--- src/fbsc_pkg.sv ---
/*
 Package for the flyback switch sequencer: timing counts, thresholds, mode
 enumeration and the packed carriers for comparator flags and outputs.
 Assumes a 100 MHz block clock.
*/
package fbsc_pkg;

   // ---------------------------------------------------------------
   // Timing
   // ---------------------------------------------------------------
   localparam int CLK_MHZ          = 100;
   localparam int MAX_FREQ_KHZ     = 125;
   localparam int MIN_PERIOD_CYC   = (CLK_MHZ * 1000 + MAX_FREQ_KHZ - 1) / MAX_FREQ_KHZ;
   localparam int DEMAG_SUP_US     = 2;
   localparam int DEMAG_SUP_CYC    = DEMAG_SUP_US * CLK_MHZ;
   localparam int MAX_TON_US       = 40;
   localparam int MAX_TON_CYC      = MAX_TON_US * CLK_MHZ;
   localparam int LEB_NS           = 300;
   localparam int LEB_CYC          = (LEB_NS * CLK_MHZ + 999) / 1000;
   localparam int RESTART_US       = 1000;
   localparam int RESTART_CYC      = RESTART_US * CLK_MHZ;

   // ---------------------------------------------------------------
   // Levels and counters
   // ---------------------------------------------------------------
   localparam int         LVL_W          = 8;
   localparam logic [7:0] LVL_FULL       = 8'hFF;
   localparam int         FREQ_RED_PCT   = 25;
   localparam int         OVP_CNT_W      = 4;
   localparam logic [3:0] OVP_CNT_RESET  = 4'h0;
   localparam logic [3:0] OVP_TRIP_COUNT = 4'h8;
   localparam int         TIMER_W        = 24;

   typedef enum logic [1:0] {
      FBSC_MODE_QR,
      FBSC_MODE_VSKIP,
      FBSC_MODE_FRED
   } fbsc_mode_t;

   typedef enum logic [2:0] {
      FBSC_ST_OFF,
      FBSC_ST_SOFT,
      FBSC_ST_PRIMARY,
      FBSC_ST_SECONDARY,
      FBSC_ST_WAIT,
      FBSC_ST_RESTART
   } fbsc_state_t;

   // Comparator flags from the analog front end, already synchronous
   typedef struct packed {
      logic supply_ok;        // supply above start-up level
      logic demag;            // secondary stroke ended
      logic valley;           // drain voltage at minimum
      logic cur_limit;        // sense above control-derived limit
      logic cur_reduced;      // sense above reduced (25 %) limit
      logic sense_ss_done;    // sense pin reached 0.5 V
      logic ovp_trip;         // aux current above OVP level
      logic aux_open;         // aux winding input open
      logic ctrl_above_2v5;   // control pin above 2.5 V
      logic ctrl_above_4v5;   // control pin above 4.5 V
      logic ctrl_grounded;    // control pin held at ground
      logic ctrl_low_enter;   // control below frequency-reduction entry
      logic ctrl_low_exit;    // control above entry plus 75 mV
      logic mains_below_750;  // mains sense below 750 mV
      logic mains_above_870;  // mains sense above 870 mV
      logic short_detect;     // output short seen on demag timing
   } fbsc_flags_t;

   typedef struct packed {
      logic       switch_gate_output;
      logic       softstart_src_en;
      logic       ctrl_src_connect;
      logic       pfc_disable;
      logic       protect_latched;
      logic       peak_limit_reduced;
      fbsc_mode_t mode;
      logic [7:0] opp_limit;
   } fbsc_out_t;

endpackage : fbsc_pkg

--- src/fbsc_core.sv ---
/*
 Flyback switch sequencer: decides gate on/off from comparator flags.
 Assumes all flags are synchronous to clk and that the OPP estimate is a
 digitised aux-current sample taken during the primary stroke.
*/
// Contract
// - QR: switch on after demag and valley
// - Cap rate 125 kHz, then valley skipping
// - Frequency reduction: limit 25 percent, rate floats
// - Valley switching stays active in reduction
// - PFC disable in reduction, with hysteresis
// - On, off at sense limit, then secondary
// - Oscillator plus demag ended, wait valley
// - Output short lengthens off-time immediately
// - Ignore demag 2 us after turn-off
// - Aux open stops switching until cleared
// - Control above 2.5 V disconnects 3.5 V source
// - Control above 4.5 V: fault, restart
// - Control grounded: no switching
// - Soft-start source on, switch at 0.5 V
// - Soft-start source off once switching
// - On-time over 40 us: safe restart
// - OVP sampled in secondary, count up one
// - No OVP cycle: count down two, floor zero
// - Count eight: latch, stop both converters
// - Latch clears on mains 750 then 870 mV
// - Cycle current limit, blanked after switch-on
// - Input estimate lowers peak limit
// - 75 mV hysteresis leaving low-power mode
`timescale 1ns/1ps
module fbsc_core #(
   parameter int TON_MAX_CYC   = fbsc_pkg::MAX_TON_CYC,
   parameter int RESTART_CYC_P = fbsc_pkg::RESTART_CYC,
   parameter int SHORT_OFF_CYC = fbsc_pkg::MIN_PERIOD_CYC * 4
) (
   input  wire logic                  clk,
   input  wire logic                  rst_n,
   input  wire fbsc_pkg::fbsc_flags_t flags,
   input  wire logic [7:0]            vin_estimate,
   output fbsc_pkg::fbsc_out_t        outs
);
   import fbsc_pkg::*;

   initial begin
      if (TON_MAX_CYC < 1 || TON_MAX_CYC >= (1 << TIMER_W) ||
          RESTART_CYC_P < 1 || RESTART_CYC_P >= (1 << TIMER_W) ||
          SHORT_OFF_CYC < MIN_PERIOD_CYC) begin
         $error("fbsc_core: count parameter out of range");
      end
   end

   localparam logic [TIMER_W-1:0] TON_MAX_T  = TON_MAX_CYC[TIMER_W-1:0];
   localparam logic [TIMER_W-1:0] RESTART_T  = RESTART_CYC_P[TIMER_W-1:0];
   localparam logic [TIMER_W-1:0] SHORT_T    = SHORT_OFF_CYC[TIMER_W-1:0];
   localparam logic [TIMER_W-1:0] PERIOD_T   = MIN_PERIOD_CYC[TIMER_W-1:0];
   localparam logic [TIMER_W-1:0] SUP_T      = DEMAG_SUP_CYC[TIMER_W-1:0];
   localparam logic [TIMER_W-1:0] LEB_T      = LEB_CYC[TIMER_W-1:0];

   // ---------------------------------------------------------------
   // State
   // ---------------------------------------------------------------
   typedef struct packed {
      fbsc_state_t        st;
      logic [TIMER_W-1:0] ton;        // cycles since switch-on
      logic [TIMER_W-1:0] toff;       // cycles since switch-off
      logic [TIMER_W-1:0] period;     // cycles since last switch-on
      logic [TIMER_W-1:0] restart;    // safe-restart wait
      logic               demag_seen;
      logic               ovp_seen;
      logic [3:0]         ovp_cnt;
      logic               latched;
      logic               mains_low_seen;
      logic               fred;
      logic               ctrl_connect;
      logic               short_ext;
      logic [7:0]         opp;
   } fbsc_core_state_t;

   fbsc_core_state_t s_reg;
   fbsc_core_state_t s_next;

   logic fault_stop;
   logic osc_ready;
   logic demag_valid;
   logic vskip;
   logic [7:0] reduced_lvl;

   always_comb begin
      s_next      = s_reg;
      reduced_lvl = 8'((16'(LVL_FULL) * 16'(FREQ_RED_PCT)) / 16'h0064);
      fault_stop  = flags.aux_open || flags.ctrl_grounded || s_reg.latched;
      demag_valid = flags.demag && (s_reg.toff >= SUP_T);
      // Short stretches the enforced period, so off-time grows at once
      osc_ready   = s_reg.period >= (s_reg.short_ext ? SHORT_T : PERIOD_T);
      vskip       = !s_reg.fred && !(s_reg.period >= PERIOD_T) && s_reg.demag_seen;

      if (s_reg.ton != {TIMER_W{1'b1}}) s_next.ton = s_reg.ton + 1'b1;
      if (s_reg.toff != {TIMER_W{1'b1}}) s_next.toff = s_reg.toff + 1'b1;
      if (s_reg.period != {TIMER_W{1'b1}}) s_next.period = s_reg.period + 1'b1;

      // Control pin source disconnect and mode decision with hysteresis
      s_next.ctrl_connect = !flags.ctrl_above_2v5;
      if (!s_reg.fred && flags.ctrl_low_enter) s_next.fred = 1'b1;
      else if (s_reg.fred && flags.ctrl_low_exit) s_next.fred = 1'b0;

      // Latch release needs a full low-then-high mains sequence
      if (s_reg.latched && flags.mains_below_750) s_next.mains_low_seen = 1'b1;
      if (s_reg.latched && s_reg.mains_low_seen && flags.mains_above_870) begin
         s_next.latched        = 1'b0;
         s_next.mains_low_seen = 1'b0;
         s_next.ovp_cnt        = OVP_CNT_RESET;
      end

      unique case (s_reg.st)
         FBSC_ST_OFF: begin
            if (flags.supply_ok) s_next.st = FBSC_ST_SOFT;
         end
         FBSC_ST_SOFT: begin
            if (flags.sense_ss_done && !fault_stop && !flags.ctrl_above_4v5) begin
               s_next.st     = FBSC_ST_PRIMARY;
               s_next.ton    = '0;
               s_next.period = '0;
            end
         end
         FBSC_ST_PRIMARY: begin
            s_next.opp = vin_estimate;
            if (fault_stop) begin
               // A cut stroke still needs demag before the next one may start
               s_next.st         = FBSC_ST_SECONDARY;
               s_next.toff       = '0;
               s_next.demag_seen = 1'b0;
               s_next.ovp_seen   = 1'b0;
            end else if (s_reg.ton >= TON_MAX_T || flags.ctrl_above_4v5) begin
               s_next.st      = FBSC_ST_RESTART;
               s_next.restart = '0;
            end else if (s_reg.ton >= LEB_T &&
                         (s_reg.fred ? flags.cur_reduced : flags.cur_limit)) begin
               s_next.st         = FBSC_ST_SECONDARY;
               s_next.toff       = '0;
               s_next.demag_seen = 1'b0;
               s_next.ovp_seen   = 1'b0;
            end
         end
         FBSC_ST_SECONDARY: begin
            if (flags.ovp_trip) s_next.ovp_seen = 1'b1;
            s_next.short_ext = flags.short_detect;
            if (demag_valid) begin
               s_next.demag_seen = 1'b1;
               s_next.st         = FBSC_ST_WAIT;
               if (s_reg.ovp_seen || flags.ovp_trip) begin
                  if (s_reg.ovp_cnt < OVP_TRIP_COUNT)
                     s_next.ovp_cnt = s_reg.ovp_cnt + 1'b1;
                  if (s_reg.ovp_cnt + 1'b1 >= OVP_TRIP_COUNT)
                     s_next.latched = 1'b1;
               end else begin
                  s_next.ovp_cnt = (s_reg.ovp_cnt > 4'h2) ?
                                   s_reg.ovp_cnt - 4'h2 : 4'h0;
               end
            end
         end
         FBSC_ST_WAIT: begin
            // Valley timing is kept in every mode, including reduction
            if (!fault_stop && !flags.ctrl_above_4v5 && s_reg.demag_seen &&
                osc_ready && flags.valley) begin
               s_next.st     = FBSC_ST_PRIMARY;
               s_next.ton    = '0;
               s_next.period = '0;
            end else if (flags.ctrl_above_4v5) begin
               s_next.st      = FBSC_ST_RESTART;
               s_next.restart = '0;
            end
         end
         FBSC_ST_RESTART: begin
            if (s_reg.restart != {TIMER_W{1'b1}}) s_next.restart = s_reg.restart + 1'b1;
            if (s_reg.restart >= RESTART_T) s_next.st = FBSC_ST_SOFT;
         end
         default: s_next.st = FBSC_ST_OFF;
      endcase

      // Supply loss dominates everything and clears protection
      if (!flags.supply_ok) begin
         s_next.st             = FBSC_ST_OFF;
         s_next.ovp_cnt        = OVP_CNT_RESET;
         s_next.latched        = 1'b0;
         s_next.mains_low_seen = 1'b0;
         s_next.short_ext      = 1'b0;
      end
   end

   always_ff @(posedge clk or negedge rst_n) begin
      if (!rst_n) begin
         s_reg <= '{st: FBSC_ST_OFF, ton: '0, toff: '0, period: '0, restart: '0,
                    demag_seen: 1'b0, ovp_seen: 1'b0, ovp_cnt: OVP_CNT_RESET,
                    latched: 1'b0, mains_low_seen: 1'b0, fred: 1'b0,
                    ctrl_connect: 1'b1, short_ext: 1'b0, opp: LVL_FULL};
      end else begin
         s_reg <= s_next;
      end
   end

   // ---------------------------------------------------------------
   // Outputs
   // ---------------------------------------------------------------
   always_comb begin
      outs.switch_gate_output = (s_reg.st == FBSC_ST_PRIMARY);
      outs.softstart_src_en   = (s_reg.st == FBSC_ST_SOFT);
      outs.ctrl_src_connect   = s_reg.ctrl_connect;
      outs.pfc_disable        = s_reg.fred || s_reg.latched;
      outs.protect_latched    = s_reg.latched;
      outs.peak_limit_reduced = s_reg.fred;
      outs.mode               = s_reg.fred ? FBSC_MODE_FRED :
                                (vskip ? FBSC_MODE_VSKIP : FBSC_MODE_QR);
      outs.opp_limit          = s_reg.fred ? reduced_lvl :
                                8'(LVL_FULL - (s_reg.opp >> 2));
   end

endmodule : fbsc_core

--- config.mk ---
export PLATFORM = sky130hd
export DESIGN_NAME = fbsc_core
export DESIGN_NICKNAME = d
export VERILOG_FILES = /design/src/fbsc_pkg.sv /design/src/fbsc_core.sv
export SDC_FILE = /design/constraint.sdc
export NUM_CORES = 1
export LEC_CHECK = 0
export BUFFER_PORTS_ARGS = -buffer_cell sky130_fd_sc_hd__buf_2
export CAP_MARGIN = 20
export CORE_MARGIN = 2
export CORE_UTILIZATION = 50
export CTS_BUF_LIST = sky130_fd_sc_hd__clkbuf_8
export CTS_CLUSTER_DIAMETER = 60
export CTS_CLUSTER_SIZE = 40
export DETAILED_ROUTE_END_ITERATION = 6
export GPL_ROUTABILITY_DRIVEN = 0
export PLACE_DENSITY = 0.67
export REMOVE_ABC_BUFFERS = 1
export SYNTH_ARGS = -nofsm -noshare
export SYNTH_HDL_FRONTEND = slang
export SYNTH_SLANG_ARGS = --single-unit
--- constraint.sdc ---
create_clock -name clk -period 6.3 [get_ports clk]
set_input_delay 0.63 -clock clk [delete_from_list [all_inputs] [get_ports clk]]
set_output_delay 0.63 -clock clk [all_outputs]
set_load 0.02 [all_outputs]
* Word level (Yosys, flattened, before mapping)
Index checks and enable logic that the tools add are counted.
** Word-level totals
- Flip-flop bits (word level) :: 118
- Input bits :: 26
- Logic and storage cells :: 141
** Operators by class
- Add/subtract/negate cells :: 7
- Order comparisons :: 9
- Equality and inequality tests :: 25
- Muxes and demuxes :: 53
- Reduce and logical (&&, ||, !) cells :: 33
** Operator list (count)
- $mux W24 :: 15
- $add A24 B1 Y24 const B :: 4
- $ne A24 B24 Y1 const B :: 4
- $pmux W24 S2 :: 2
- $pmux W24 S3 :: 1
- $mux W27 :: 1
- $ge A24 B10 Y1 const B :: 1
- $ge A24 B12 Y1 :: 1
- $ge A24 B12 Y1 const B :: 1
- $ge A24 B17 Y1 const B :: 1
- $ge A24 B5 Y1 const B :: 1
- $ge A24 B8 Y1 const B :: 1
- $mux W3 :: 8
- $pmux W3 S6 :: 1
- $logic_and A1 B1 Y1 :: 15
- $mux W12 :: 1
- $mux W4 :: 3
- $mux W6 :: 2
- $ne A2 B2 Y1 const B :: 6
- $mux W1 :: 11
- $mux W5 :: 2
- $ne A3 B3 Y1 const B :: 3
- $mux W2 :: 4
- $mux W8 :: 1
- other kinds (23) :: 37

* Longest topological paths before layout
Gate-level depths: netlist of run 1.
- Word-level depth :: 10
- Depth in mapped cells :: 10
- Gate-level depth less buffers :: 8

* Least setup slack after synthesis of run 1
OpenSTA, ideal clock, no wires.
- Kind :: flip-flop to flip-flop
- Start :: register s_reg[117] (netlist bit)
- End :: register s_reg[32] (netlist bit)
- Library setup time :: 0.104 ns
- Arrival time :: 2.087 ns
- Required time :: 6.196 ns
- Slack :: 4.110 ns
- Stages on the path, launching flop included :: 9
- Path buffers :: 2
- Period minus slack after synthesis :: 2.190 ns
- Cell sequence :: dfrtp_1 -> buf_2 -> nor3b_4 -> nand2_2 -> o21bai_1 -> a21o_1 -> or2_4 -> buf_6 -> o41ai_2
** RTL lines
- start, declared :: RTL line fbsc_core.sv:79 : fbsc_core_state_t s_reg;
- start signal, assigned :: RTL line fbsc_core.sv:192 : s_reg <= '{st: FBSC_ST_OFF, ton: '0, toff: '0, period: '0, restart: '0,
- start signal, assigned :: RTL line fbsc_core.sv:197 : s_reg <= s_next;

* Final worst setup path of run 1
- Start :: register s_reg[19] (netlist bit)
- End :: register s_reg[19] (netlist bit)
** Between the ends
- Longest elaborated chain between the ends :: 3
- Elaborated cells between the ends (all ways) :: 6
- Those cells by class :: add/sub: 1; eq/ne: 2; mux: 2; reduce/logical: 1
** RTL lines
- $add A24 B1 Y24 / $ne A24 B24 Y1 (equally long branches) :: RTL line fbsc_core.sv:174 : if (s_reg.restart != {TIMER_W{1'b1}}) s_next.restart = s_reg.restart + 1'b1;
- $mux W24 / $ne A2 B2 Y1 (equally long branches)
- $pmux W24 S3 / $reduce_and A6 Y1 (equally long branches)
Parallel ways exist; a longest one is shown, timed or not. The select of a mux whose other input is x is not followed.
A chain may end at the register's enable or synchronous reset.

==> results of run 1 <==
final timing paths:
check                           from   endpoint  slack, ns
max                        s_reg[19]  s_reg[19]       3.30
min                            rst_n  s_reg[29]       0.24
max reg2reg                s_reg[19]  s_reg[19]       3.30
min reg2reg                s_reg[37]  s_reg[37]       0.51
max in group asynchronous      rst_n  s_reg[68]       4.81
min in group clk            flags[7]   outs[13]       0.29
metrics by stage:
stage	setup WS, ns	total power, uW	util	cells
after floorplan	2.76	1440	-	727
final	3.30	2210	0.562	978
after CTS	3.32	2230	0.562	978
after detailed placement	3.33	1590	0.534	946
after global routing	3.15	2360	0.562	978
after global placement	3.44	1560	0.534	946
synth_stat cells (3+ instances only):
| library cell | number |
|---|---|
| nor2_1 | 121 |
| dfrtp_1 | 109 |
| nand2_1 | 59 |
| xnor2_1 | 48 |
| nand3_1 | 42 |
| o21ai_0 | 37 |
| inv_1 | 31 |
| nor3_1 | 31 |
| nand4_1 | 26 |
| nor4_1 | 20 |
| clkbuf_1 | 18 |
| ha_1 | 18 |
| a21oi_1 | 16 |
| and3_1 | 14 |
| o31ai_1 | 14 |
| xor2_1 | 14 |
| and4_1 | 13 |
| a31oi_1 | 9 |
| and2_1 | 9 |
| dfstp_2 | 7 |
| mux2_2 | 7 |
| o211ai_1 | 6 |
| o41ai_2 | 6 |
| a211oi_1 | 5 |
| buf_4 | 5 |
| nor4b_1 | 5 |
| a21boi_0 | 4 |
| buf_2 | 4 |
| mux2i_1 | 4 |
| or3_1 | 4 |
| a32oi_1 | 3 |
| o21bai_1 | 3 |
| or2_2 | 3 |
area by class of cell:
cell class,count,area [sq um],share of cell area
inverters,31,116,0.0156
repair buffers,43,228,0.0306
flip-flops and latches,116,2910,0.391
well taps,176,220,0.0296
clock buffers,24,330,0.0444
clock inverters,8,33.8,0.00454
multi-input cells,580,3600,0.484
cells by family (layout without fill, tap and decap cells):
| group | count (synthesis) | in the layout | share of synthesized area |
|---|---|---|---|
| xor+xnor | 62 | 62 | 0.0803 |
| compound gates | 127 | 127 | 0.132 |
| fa+ha+maj | 18 | 18 | 0.0333 |
| buf+inv | 60 | 106 | 0.0390 |
| flops | 116 | 116 | 0.431 |
| mux | 11 | 11 | 0.0176 |
| simple gates | 362 | 362 | 0.267 |
worst max-delay path, delay by kind of cell, from the launching register on:
| family | cells | cell delay, ns |
|---|---|---|
| AND/OR/NAND/NOR | 4 | 1.38 |
| AO/OA/AOI/OAI | 2 | 0.76 |
| flip-flops | 1 | 0.45 |
| adder cells (fa/ha/maj) | 1 | 0.25 |
power by group through the flow:
stage | clock, uW | combinational, uW | sequential, uW
finish | 622 | 463 | 1120
global route | 671 | 532 | 1150
CTS | 639 | 468 | 1120
detailed placement | 0 | 464 | 1130
global placement | 0 | 440 | 1120
floorplan | 0 | 357 | 1080
per-layer routing:
layer | GRT usage | up-vias | part of all wire
met2 | 0.343 | 96 | 0.48
met1 | 0.288 | 2740 | 0.47
met4 | 0.0690 | 0 | 0.0098
met3 | 0.0514 | 14 | 0.036
li1 | - | 2781 | -
met5 | 0 | - | 0
cells in the final DEF, fill, tap and decap left out, types with 5 or more instances in the layout:
cell type,netlist,layout
buf_4,5,5
nor3_1,31,30
nor2_1,121,121
ha_1,18,18
buf_2,4,38
nand3_1,42,42
and2_1,9,9
nor4_1,20,20
nor4b_1,5,5
mux2_2,7,7
o21ai_0,37,37
and3_1,14,14
nand2_1,59,59
o31ai_1,14,14
xnor2_1,48,48
inv_1,31,36
o211ai_1,6,6
xor2_1,14,14
dfstp_2,7,7
a211oi_1,5,5
a21oi_1,16,15
nand4_1,26,26
a31oi_1,9,9
o41ai_2,6,6
clkbuf_8,0,24
and4_1,13,13
dfrtp_1,109,109
==> results.yml, run 1 <==
pwr:
  ir_drop_uv: 261
  sw_frac_of_total: 0.338
  pwr-share-clk: 0.282
  p_switching_uw: 745
  internal_power_uw: 1460
  combPwrFrac: 0.210
  seqPwrFrac: 0.508
  power.leakage_uw: 0.00306
  power.density_nw_per_um2: 296
worst_setup_path:
  crit_arrival_ns: 3.30
  path_class: "flop to flop"
  r2r.worst_path.cells: 7
  cp_max_fo: 27
  crit_path_end_kind: "flop"
  crit_chain: "ha_1, and3_1, nand4_1, nor4_1, a21o_1, or2_4, o21ai_0"
  cpMaxStageDelayCell: "a21o_1"
  cp.required_ns: 6.61
  critPathMaxStageDelay_ns: 0.64
  critPathLaunchType: "flop"
floorplanning:
  ios: 42
  die_x_um: 120
  die-area_sq_um: 14500
  fp.dieH_um: 120
  core_area_sq_um: 13200
  row_count: 42
  start_util: 0.511
synthesis:
  yosysTopAreaCellShare: 0.403
  ys_ff_latch: 116
  ys_warn_count: 0
  ys.flop_type: "dfrtp_1"
  ys_types: 67
  ys_seq_area_frac: 0.431
  synth_area_leaders: "dfrtp_1 (40%), nor2_1 (6.7%), xnor2_1 (6.2%)"
  netlist_area_sq_um: 6760
  netlist_instances: 756
  synth.largest_area_cell: "dfrtp_1"
  synth_edf_count: 0
  ys_async_sr_fraction: 1.00
  syn_avg_cell_area_sq_um: 8.94
cells_and_area:
  nets: 833
  final_layout_size_suffix_gt1_frac: 0.127
  syn_to_final_growth_pct: 10.1
  diodes: 0
  largest_register_ffs: 113
  n_fill_cell: 1233
  post-route-cell-area_sq_um: 7440
global_route:
  grt_pass1_wl_um: 25100
  grt_max_degree: 63
  grt_usage: 0.214
  first_global_vias: 5479
  antenna_found_initial: 0
  overflow: 0
sta:
  skew_ns: 0.00774
  fin_crit_ns: 3.00
  slew_viol_final: 0
  whs_ns: 0.237
  worst_slew_pin_slew_ns: 0.912
  hold_viol: 0
  fin_crit_sh: 0.475
  setup_viol: 0
  fmax_ghz: 0.334
  finalSetupTns_ns: 0
  rsz0062_at_grt: "no"
  max-slew-margin-rel: 0.390
cts:
  cts_max_path_buffers: 2
  cts_resized: 0
  insertion_delay_ns: 0.44
  clkSinkCount: 116
  clk_pin_slew_ns: 0.07
  cts_tree: "yes"
  ctsHoldBuffers: 0
  postCtsSetupBuffers: 0
  root_buffer: "clkbuf_8"
  cts_max_level: 4
  cts_buffers: 17
drt:
  viasPerCell: 5.76
  dr.pass1.iters: 6
  drc: 0
  ant_nets: 0
  wl_per_cell_um: 15.2
  drt_wl_total_um: 14800
  route.vias.total: 5631
  drt_iter0_markers: 445
status:
  outcome: "finished, final reports clean"
placement:
  port_buffers: 39
  dp_hpwl_um: 10100
  postPlaceCellArea_sq_um: 7080
hold_path:
  hp-class: "primary input to asynchronous set/reset pin"
job:
  cap_violations: 0
No activity file was read; power rests on OpenSTA's default activity.
==> run 2, diff against run 1 <==
clock period = 3 ns   (was 6.3 ns; I/O delays follow)
==> results.yml, run 2 (synthesis results as in run 1) <==
pwr:
  power.density_nw_per_um2: 642
  pwr-share-clk: 0.319
  ir_drop_uv: 511
  sw_frac_of_total: 0.325
  power.leakage_uw: 0.00315
  p_switching_uw: 1600
  seqPwrFrac: 0.478
  internal_power_uw: 3310
  combPwrFrac: 0.203
hold_path:
  hp-class: "primary input to flop"
drt:
  viasPerCell: 5.80
  drt_iter0_markers: 487
  ant_nets: 0
  drt_wl_total_um: 15100
  wl_per_cell_um: 15.2
  route.vias.total: 5761
  drc: 0
  dr.pass1.iters: 5
cts:
  insertion_delay_ns: 0.44
  clk_pin_slew_ns: 0.07
  postCtsSetupBuffers: 0
  clkSinkCount: 116
  cts_max_level: 4
  root_buffer: "clkbuf_8"
  cts_tree: "yes"
  cts_buffers: 17
  cts_max_path_buffers: 2
cells_and_area:
  final_layout_size_suffix_gt1_frac: 0.143
  layout_common_cells: "nor2_1 (121), dfrtp_1 (109), nand2_1 (59)"
  syn_to_final_growth_pct: 13.0
  mostFrequentLayoutCell: "nor2_1"
  diodes: 0
  fin_cells: 993
  post-route-cell-area_sq_um: 7640
  fin_util: 0.577
  largest_register_ffs: 113
  nets: 849
  n_fill_cell: 1202
sta:
  finalSetupTns_ns: 0
  slew_viol_final: 0
  max-slew-margin-rel: 0.398
  fin_crit_sh: 0.898
  hold_viol: 0
  setup_viol: 0
  skew_ns: 0.0135
  whs_ns: 0.0934
  fin_crit_ns: 2.69
  fmax_ghz: 0.371
  worst_slew_pin_slew_ns: 0.903
  rsz0062_at_grt: "no"
global_route:
  antenna_found_initial: 0
  overflow: 0
  grt_usage: 0.217
  grt_max_degree: 57
  grt_pass1_wl_um: 25400
  first_global_vias: 5442
floorplanning:
  ios: 42
  core_area_sq_um: 13200
  die_x_um: 120
  start_util: 0.511
  die-area_sq_um: 14500
  fp.dieH_um: 120
  row_count: 42
worst_setup_path:
  path_class: "flop to flop"
  cp.required_ns: 3.32
  critPathBufInv: 2
  cpLargestDelayFamily: "compound AO/OA/AOI/OAI gates"
  crit_arrival_ns: 3.01
  crit_path_end_kind: "flop"
  crit_chain: "inv_1, ha_1, and4b_1, a221o_1, o2bb2ai_1, o211ai_1, a21oi_4, buf_4, nor2_1"
  critPathMaxStageDelay_ns: 0.58
  critPathLaunchType: "flop"
  cp_max_fo: 17
  cpMaxStageDelayCell: "a21oi_4"
placement:
  dp.cells: 958
  dp_hpwl_um: 10200
  postPlaceCellArea_sq_um: 7180
  port_buffers: 39
job:
  cap_violations: 0
status:
  outcome: "finished, final reports clean"
## run 2: changes by cell type in the layout (fill, tap and decap cells not counted), moves of 2 or more
cell and change:
buf_4 +11, inv_1 -3, bufinv_16 +4, clkbuf_8 -5
clkinvlp_4 +2, dlygate4sd3_1 +3
## run 2: repair_timing
action,CTS,global route
gates resized for setup,0,0
endpoints found under the setup margin,0,16
endpoints found under the hold margin,34,0
hold buffers,3,0
## run 2: metal layers
layer  share of wire  wire [um]  GRT usage
met1            0.46       6930      0.288
met2            0.48       7300      0.349
met3           0.048        728     0.0585
met4          0.0097        147     0.0669
met5               0          0          0
## run 2: power by group through the flow
stage / Sequential (uW) / Clock, uW / Combinational (uW)
floorplan: 2270 / 0 / 749
global placement: 2340 / 0 / 953
detailed placement: 2360 / 0 / 998
CTS: 2340 / 1600 / 1010
global route: 2410 / 1680 / 1140
finish: 2350 / 1570 / 997
## run 2: cell type report
type / instances / area, sq um / area share
timing repair buffer: 58 / 360 / 0.0471
clock inverter: 12 / 163 / 0.0213
tap: 176 / 220 / 0.0288
sequential: 116 / 2910 / 0.381
clock buffer: 19 / 262 / 0.0342
inverter: 31 / 116 / 0.0152
multi-input combinational: 581 / 3610 / 0.472
## run 2: final timing paths
check | start | to | slack, ns | cells after the start
max | s_reg[8] | s_reg[92] | 0.31 | 9
min | vin_estimate[6] | s_reg[6] | 0.09 | 2
max reg2reg | s_reg[8] | s_reg[92] | 0.31 | 9
min reg2reg | s_reg[37] | s_reg[37] | 0.52 | 1
max in group asynchronous | rst_n | outs[13] | 1.87 | 3
min in group asynchronous | rst_n | s_reg[26] | 0.34 | 2
## run 2: per-stage QoR
step	setup WS, ns	total power, uW
6_report	0.307	4910
5_1_grt	0.121	5230
4_1_cts	0.128	4950
3_5_place_dp	0.125	3360
3_3_place_gp	0.208	3300
2_1_floorplan	-0.456	3010
